$ cat config.mk
export PLATFORM = sky130hd
export DESIGN_NAME = odt_ctrl
export DESIGN_NICKNAME = d
export VERILOG_FILES = /design/src/rtl/odt_pkg.sv /design/src/rtl/odt_ctrl.sv
export SDC_FILE = /design/constraint.sdc
export NUM_CORES = 1
export LEC_CHECK = 0
export ABC_AREA = 1
export BUFFER_PORTS_ARGS = -buffer_cell sky130_fd_sc_hd__buf_4
export CORE_MARGIN = 1.5
export CORE_UTILIZATION = 35
export DETAILED_ROUTE_END_ITERATION = 8
export GPL_TIMING_DRIVEN = 0
export PLACE_DENSITY = 0.51
export SLEW_MARGIN = 30
export SYNTH_ARGS = -nofsm -noshare
export SYNTH_HDL_FRONTEND = slang
export SYNTH_SLANG_ARGS = --single-unit
$ cat constraint.sdc
create_clock -name clk -period 3.6 [get_ports clk]
set_input_delay 0.36 -clock clk [delete_from_list [all_inputs] [get_ports clk]]
set_output_delay 0.36 -clock clk [all_outputs]
set_load 0.01 [all_outputs]
$ cat src/rtl/odt_pkg.sv
package odt_pkg;

  // Register byte addresses
  localparam logic [7:0] ADDR_CFG  = 8'h00;
  localparam logic [7:0] ADDR_STAT = 8'h04;

  // Reset values of the latency fields
  localparam logic [3:0] CWL_RST = 4'h5;
  localparam logic [3:0] AL_RST  = 4'h0;

  // Latency figures in clock cycles
  localparam int ODTL_OFFSET = 2;
  localparam int CWN4_EXTRA  = 4;
  localparam int CWN8_EXTRA  = 6;
  localparam int LAT_MAX     = 15 + 15 - ODTL_OFFSET;

  // Asynchronous turn-on/off window, in picoseconds
  localparam int TCK_PS        = 8000;
  localparam int TAONPD_MIN_PS = 2000;
  localparam int TAONPD_MAX_PS = 8500;
  localparam int ASYNC_MIN_CYC = (TAONPD_MIN_PS + TCK_PS - 1) / TCK_PS;
  localparam int ASYNC_MAX_CYC = (TAONPD_MAX_PS / TCK_PS < 1) ? 1 : TAONPD_MAX_PS / TCK_PS;

  // Configuration word, bit 0 upward: dll_on_pd, rtt_nom, rtt_wr, reserved, cwl, al
  typedef struct packed {
    logic [3:0] al;
    logic [3:0] cwl;
    logic [1:0] rsvd;
    logic [1:0] rtt_wr;
    logic [2:0] rtt_nom;
    logic       dll_on_pd;
  } cfg_t;

  localparam cfg_t CFG_RST = '{al: AL_RST, cwl: CWL_RST, rsvd: 2'h0,
                               rtt_wr: 2'h0, rtt_nom: 3'h0, dll_on_pd: 1'h0};

  // Pin samples from the controller side
  typedef struct packed {
    logic bc4;
    logic wr;
    logic cke;
    logic odt;
  } pins_t;

endpackage : odt_pkg

$ cat src/rtl/odt_ctrl.sv
`timescale 1ns/10ps
`default_nettype none

module odt_ctrl
  import odt_pkg::*;
#(
  parameter int DEPTH  = 40,
  parameter int ADDR_W = 8
) (
  input  wire logic              clk,
  input  wire logic              arst_n,
  input  wire logic              odt_pin,
  input  wire logic              cke_pin,
  input  wire logic              wr_cmd_pin,
  input  wire logic              bc4_pin,
  input  wire logic              banks_idle,
  input  wire logic              self_refresh,
  input  wire logic              psel,
  input  wire logic              penable,
  input  wire logic              pwrite,
  input  wire logic [ADDR_W-1:0] paddr,
  input  wire logic [31:0]       pwdata,
  output var  logic [31:0]       prdata,
  output var  logic              pready,
  output var  logic              pslverr,
  output var  logic              term_en,
  output var  logic              term_wr,
  output var  logic [2:0]        term_code
);

  initial begin
    if (DEPTH < LAT_MAX + CWN8_EXTRA + 1) begin
      $error("DEPTH too small for the longest latency");
    end
    if (ADDR_W < 8) begin
      $error("ADDR_W must be at least 8");
    end
    if (ASYNC_MAX_CYC != 1 || ASYNC_MIN_CYC != 1) begin
      $error("Asynchronous path is one flop and needs a one-cycle window");
    end
    if (DEPTH < 2) begin
      $error("DEPTH must be at least 2");
    end
    if (CWN4_EXTRA >= CWN8_EXTRA) begin
      $error("Short-burst return must come before long-burst return");
    end
    if (CWN4_EXTRA < 1) begin
      $error("Short-burst return needs at least one cycle");
    end
    if (ODTL_OFFSET < 0) begin
      $error("Latency offset must not be negative");
    end
    if (TAONPD_MIN_PS > TAONPD_MAX_PS) begin
      $error("Asynchronous window is empty");
    end
    if (TCK_PS <= 0) begin
      $error("Clock period must be positive");
    end
  end

  typedef struct packed {
    pins_t             sync1;
    pins_t             sync2;
    logic [DEPTH-1:0]  odt_line;
    logic [DEPTH-1:0]  wr_line;
    logic [DEPTH-1:0]  bc4_line;
    cfg_t              cfg;
    logic              term_en;
    logic              term_wr;
    logic [2:0]        term_code;
    logic [31:0]       prdata;
    logic              pready;
    logic              pslverr;
  } state_t;

  localparam state_t STATE_RST = '{sync1: '0, sync2: '0, odt_line: '0, wr_line: '0,
                                   bc4_line: '0, cfg: CFG_RST, term_en: 1'b0,
                                   term_wr: 1'b0, term_code: 3'h0, prdata: 32'h0,
                                   pready: 1'b0, pslverr: 1'b0};

  state_t cur_ff;
  state_t nxt_cur;

  // Latency bookkeeping
  logic [4:0]  lat_sum;
  logic [4:0]  lat;
  logic        short_lat;
  int          i_tap;
  int          i_on;
  int          i_c4;
  int          i_c8;

  // Mode decode
  logic        pd_mode;
  logic        async_mode;
  logic        odt_allowed;
  logic        dyn_en;
  logic        wr_now;
  logic        bc4_now;

  // Delay line taps
  logic        odt_tap;
  logic        cnw_hit;
  logic        cwn4_hit;
  logic        cwn8_hit;

  // Register bus decode
  logic        setup_ph;
  logic        access_ph;
  logic        sel_cfg;
  logic        sel_stat;
  logic        mapped;
  logic        refused;
  logic [31:0] cfg_word;
  logic [31:0] stat_word;
  logic [31:0] rd_word;
  cfg_t        cfg_new;

  always_comb begin
    nxt_cur = cur_ff;

    // Two-stage pin synchronisers
    nxt_cur.sync1 = '{bc4: bc4_pin, wr: wr_cmd_pin, cke: cke_pin, odt: odt_pin};
    nxt_cur.sync2 = cur_ff.sync1;

    // Latency from the registering edge, floor of one cycle
    lat_sum   = {1'b0, cur_ff.cfg.cwl} + {1'b0, cur_ff.cfg.al};
    lat       = (lat_sum > 5'h02) ? lat_sum - 5'h02 : 5'h01;
    short_lat = (lat == 5'h01);

    // Sync stage counts as one cycle, output flop as another
    i_tap = int'(lat) - 2;
    i_on  = short_lat ? 0 : i_tap;
    i_c4  = i_tap + CWN4_EXTRA;
    i_c8  = i_tap + CWN8_EXTRA;

    // Mode decode
    pd_mode     = !cur_ff.sync2.cke && banks_idle;
    async_mode  = pd_mode && !cur_ff.cfg.dll_on_pd;
    odt_allowed = (|cur_ff.cfg.rtt_nom) || (|cur_ff.cfg.rtt_wr);
    dyn_en      = |cur_ff.cfg.rtt_wr;
    wr_now      = cur_ff.sync2.wr && cur_ff.sync2.cke;
    bc4_now     = wr_now && cur_ff.sync2.bc4;

    // Delay lines for ODT and write events
    nxt_cur.odt_line = {cur_ff.odt_line[DEPTH-2:0], cur_ff.sync2.odt};
    nxt_cur.wr_line  = {cur_ff.wr_line[DEPTH-2:0], wr_now};
    nxt_cur.bc4_line = {cur_ff.bc4_line[DEPTH-2:0], bc4_now};

    // Shortest latency bypasses the delay line
    odt_tap = short_lat ? cur_ff.sync2.odt : cur_ff.odt_line[i_on];

    // On/off timing, never influenced by write commands; rtt_wr only counts toward odt_allowed
    if (self_refresh || !odt_allowed) begin
      nxt_cur.term_en = 1'b0;
    end else if (async_mode) begin
      nxt_cur.term_en = cur_ff.sync2.odt;
    end else begin
      nxt_cur.term_en = odt_tap;
    end

    cnw_hit  = short_lat ? wr_now : cur_ff.wr_line[i_on];
    cwn4_hit = cur_ff.wr_line[i_c4] && cur_ff.bc4_line[i_c4];
    cwn8_hit = cur_ff.wr_line[i_c8] && !cur_ff.bc4_line[i_c8];

    // Strength select; a new write's switch wins over an old write's return
    if (!dyn_en || async_mode || self_refresh) begin
      nxt_cur.term_wr = 1'b0;
    end else if (cnw_hit) begin
      nxt_cur.term_wr = 1'b1;
    end else if (cwn4_hit || cwn8_hit) begin
      nxt_cur.term_wr = 1'b0;
    end

    nxt_cur.term_code = nxt_cur.term_wr ? {1'b0, cur_ff.cfg.rtt_wr}
                                        : cur_ff.cfg.rtt_nom;

    // APB slave: no wait states, answer prepared in the setup cycle
    setup_ph  = psel && !penable;
    access_ph = psel && penable && cur_ff.pready;
    sel_cfg   = (paddr == ADDR_W'(ADDR_CFG));
    sel_stat  = (paddr == ADDR_W'(ADDR_STAT));
    mapped    = sel_cfg || sel_stat;
    refused   = !mapped || (pwrite && sel_stat);

    // Read words, upper bits read as zero
    cfg_word  = {16'h0000, cur_ff.cfg};
    stat_word = {28'h0000000, dyn_en, async_mode, cur_ff.term_wr, cur_ff.term_en};
    if (!pwrite && sel_cfg) begin
      rd_word = cfg_word;
    end else if (!pwrite && sel_stat) begin
      rd_word = stat_word;
    end else begin
      rd_word = 32'h0;
    end

    // Reserved field never holds written ones
    cfg_new      = cfg_t'(pwdata[15:0]);
    cfg_new.rsvd = 2'h0;

    nxt_cur.pready = setup_ph;
    if (setup_ph) begin
      nxt_cur.pslverr = refused;
      nxt_cur.prdata  = rd_word;
    end else if (access_ph) begin
      nxt_cur.pslverr = 1'b0;
      nxt_cur.prdata  = 32'h0;
      if (pwrite && sel_cfg) begin
        nxt_cur.cfg = cfg_new;
      end
    end
  end

  always_ff @(posedge clk or negedge arst_n) begin
    if (!arst_n) begin
      cur_ff <= STATE_RST;
    end else begin
      cur_ff <= nxt_cur;
    end
  end

  assign prdata    = cur_ff.prdata;
  assign pready    = cur_ff.pready;
  assign pslverr   = cur_ff.pslverr;
  assign term_en   = cur_ff.term_en;
  assign term_wr   = cur_ff.term_wr;
  assign term_code = cur_ff.term_code;

endmodule : odt_ctrl

`default_nettype wire

==> summary.md <==
| Metric | Value |
|---|---|
| Post-route ant nets | `0` |
| Slew Viols, Final | `0` |
| Final #Nets | `1054` |
| Share of cells above drive strength 1 | `25.5%` |
| Minimum clock period | `3.59 ns` |
| Critical Path AT | `3.95 ns` |
| Worst Hold Class | `in2reg` |
| First-pass GRT wire length | `31700 um` |
| Total power | `0.00396 W` |
| Syn Area/Cell | `8.62 sq um` |
| GRT Total Usage | `18.5%` |
| Worst Tran Pin Value | `0.599 ns` |
| Register area share after synthesis | `51.9%` |
| Hold Path Stages | `1` |
| DP HPWL | `13600 um` |
| Final worst-path cycle share | `99.6%` |
| DRT Wirelength | `19000 um` |
| Initial DRC Count | `312` |
| Worst-skew pair later-pin latency | `0.43 ns` |
| # port buffers | `53` |
| PD cells | `420 nW/um^2` |
| Synth top area share | `51.2%` |
| Clock sink total | `155` |
| Post-synthesis register bit count | `155` |
| Hold Vio Cnt, Final | `0` |
| DIE WIDTH | `149 um` |
| Initial antenna violation count | `0` |
| Cell area after synthesis | `7470 sq um` |
| Lkg Pwr | `4.83 nW` |
| Most common cell in the netlist | `nand2_1` |
| RSZ-0062 raised after global routing | `true` |
| Bufs on Longest Clock Path | `2` |
| Worst Setup End Kind | `register` |
| Vias per inst | `4.75` |
| Die Y-Extent | `149 um` |
| Yosys warns | `0` |
| Max-cap violations | `0` |
| Predominant post-synthesis flop cell | `dfrtp_1` |
| Top cells by area, synth | `dfrtp_1 51%, nand2_1 13%, nand3_1 8.2%, buf_4 4.2%, inv_1 3.5%` |
| Final GP Congestion | `0.857` |
| R2R depth | `26` |
| Worst Path Max Fanout | `6` |
| Clock skew | `0.00876 ns` |
| Post-synth EDFFs | `0` |
| Setup CP Type | `reg2reg` |
| Finished Layout Cells | `1281` |
| Largest net degree at the start of global routing | `61` |
| H-tree levels | `4` |
| Fmax | `279 MHz` |
| Distinct cell type count after synthesis | `37` |
| WL per Instance | `14.8 um` |
| Setup ws final | `0.0145 ns` |
| CTS tree | `built` |
| Slew HR | `59.9%` |
| Die area | `22200 sq um` |
| Design Area, Final | `9440 sq um` |
| CP Data Required Time | `3.97 ns` |
| Mapped Cells | `867` |
| Cell accounting for the most synthesized area | `dfrtp_1` |
| Setup WS pre-CTS | `-0.625 ns` |
| N_diodes | `0` |
| Root buffer cell | `clkbuf_16` |
| Vias in the first global route | `6140` |
| DP Area | `8380 sq um` |
| Status | `finished, final reports clean` |
| Area Overhead vs Synth | `26.3%` |
| Placed Cells | `1214` |
| Drt first pass iters | `4` |
| Cell row count | `53` |
| Vias | `6082` |
| DRC Markers | `0` |
| Initial Utilization | `35.7%` |
| Startpoint Class | `register` |
| Peak VDD IR | `256 uV` |
| Synth cell count leaders | `268 x nand2_1, 153 x dfrtp_1, 122 x nand3_1` |
| # setup viols final | `0` |
| Total grt overflow | `0` |
| Core Region | `21000 sq um` |
| Async set or reset register ratio after synthesis | `100%` |
| Num ports | `90` |
| Worst-path clk slew | `0.07 ns` |
| CTS Buf Count | `17` |
[repair_timing]
| action | CTS | global route |
|---|---|---|
| hold buffers | 1 | 0 |
| pin swaps | 23 | 22 |
| endpoints found under the setup margin | 5 | 5 |
| buffers inserted | 21 | 13 |
| gates resized for setup | 34 | 19 |
| endpoints found under the hold margin | 43 | 0 |
| cloned | 1 | 0 |
[path summary, 6_finish.rpt]
path	endpoint	slack [ns]	startpoint
worst max-delay path	term_code[2]$_DFF_PN0_	0.01	cfg_word[12]$_DFFE_PN0P_
worst min-delay path	cur_ff[181]$_DFF_PN0_	0.03	wr_cmd_pin
worst max register to register	term_code[2]$_DFF_PN0_	0.01	cfg_word[12]$_DFFE_PN0P_
worst min register to register	cur_ff[175]$_DFF_PN0_	0.35	cur_ff[179]$_DFF_PN0_
max in group asynchronous	cfg_word[8]$_DFFE_PN1P_	2.53	arst_n
min in group asynchronous	cur_ff[82]$_DFF_PN0_	0.41	arst_n
[state kept, by name (all words and copies together), names as in the netlist]
name and count:
pslverr 1, cfg_word 14, pready 1, term_en 1, term_code 3, term_wr 1
cur_ff 120, prdata 14
[metrics by stage]
stage	setup TNS (ns)	utilization [%]	hold WS, ns
final	0	45.0	0.0275
after global routing	-0.849	45.0	0.00169
after CTS	-0.0821	44.3	0.00287
after detailed placement	-2.52	40.0	0.278
after global placement	-2.50	39.7	0.333
after floorplan	0	-	0.0644
[kinds of logic (layout without fill, tap and decap cells)]
kind of cell,Yosys count,count (layout),synth area share (%)
AOI/OAI and AO/OA,57,57,4.50
buffers and inverters,145,267,10.5
and+or+nand+nor,495,495,30.6
other,1,18,0.0502
adders and majority gates,10,10,1.77
muxes,3,3,0.452
DFF,155,155,51.9
xor gates and xnor gates,1,1,0.218
[placed cells by master, fill, tap and decap left out, drive strengths merged]
cell type / synthesis / layout
a21oi: 18 / 18
conb: 1 / 18
ha: 9 / 9
nor3: 3 / 3
fa: 1 / 1
nand4: 31 / 31
o211ai: 2 / 2
xnor2: 1 / 1
nor4: 1 / 1
mux2: 3 / 3
nand2: 283 / 283
a41o: 1 / 1
clkinv: 1 / 7
dfrtp: 153 / 153
nor2: 46 / 46
clkbuf: 8 / 26
dfstp: 2 / 2
dlygate4sd3: 0 / 1
o21ai: 18 / 18
nand3: 131 / 131
o31ai: 8 / 8
o22ai: 10 / 10
buf: 59 / 147
inv: 77 / 84
clkinvlp: 0 / 2
[critical path, cell delays in order, from the launching register on]
cell	delay (ns)
dfrtp_1	0.42
ha_4	0.18
fa_2	0.56
inv_4	0.05
ha_4	0.16
inv_4	0.06
nor2_4	0.03
nand2_4	0.09
buf_8	0.11
nand3_4	0.08
ha_4	0.35
inv_6	0.06
nor2_4	0.23
buf_6	0.16
buf_4	0.11
nand2_1	0.05
nand4_1	0.08
nand2_1	0.06
nand3_1	0.08
nand3_2	0.10
nand2_1	0.07
nor2_1	0.04
nor2_2	0.08
nand2_2	0.08
nand2_2	0.08
inv_2	0.05
nor2_4	0.08
[area by class of cell]
type	count	area, sq um
Clock inverter	15	179
Sequential cell	155	3880
Timing Repair Buffer	91	748
Multi-Input combinational cell	584	3040
Fill cell	2138	11500
Inverter	78	310
Tap cell	275	344
Buffer	66	505
Clock buffer	17	425
[report_power, final]
group,switching [W],leakage [nW],internal [W],total (W)
Combinational,0.000185,2.60,0.000132,0.000318
Sequential,0.0000468,1.94,0.00181,0.00186
Clock,0.000849,0.287,0.000936,0.00178
[layer usage]
metal	track usage (%)	vias up	wire, um
li1	-	3045	-
met1	25.5	2859	9250
met2	27.5	135	8340
met3	4.25	43	828
met4	8.81	0	545
met5	0	-	0
Power figures use the tool's default switching activity.
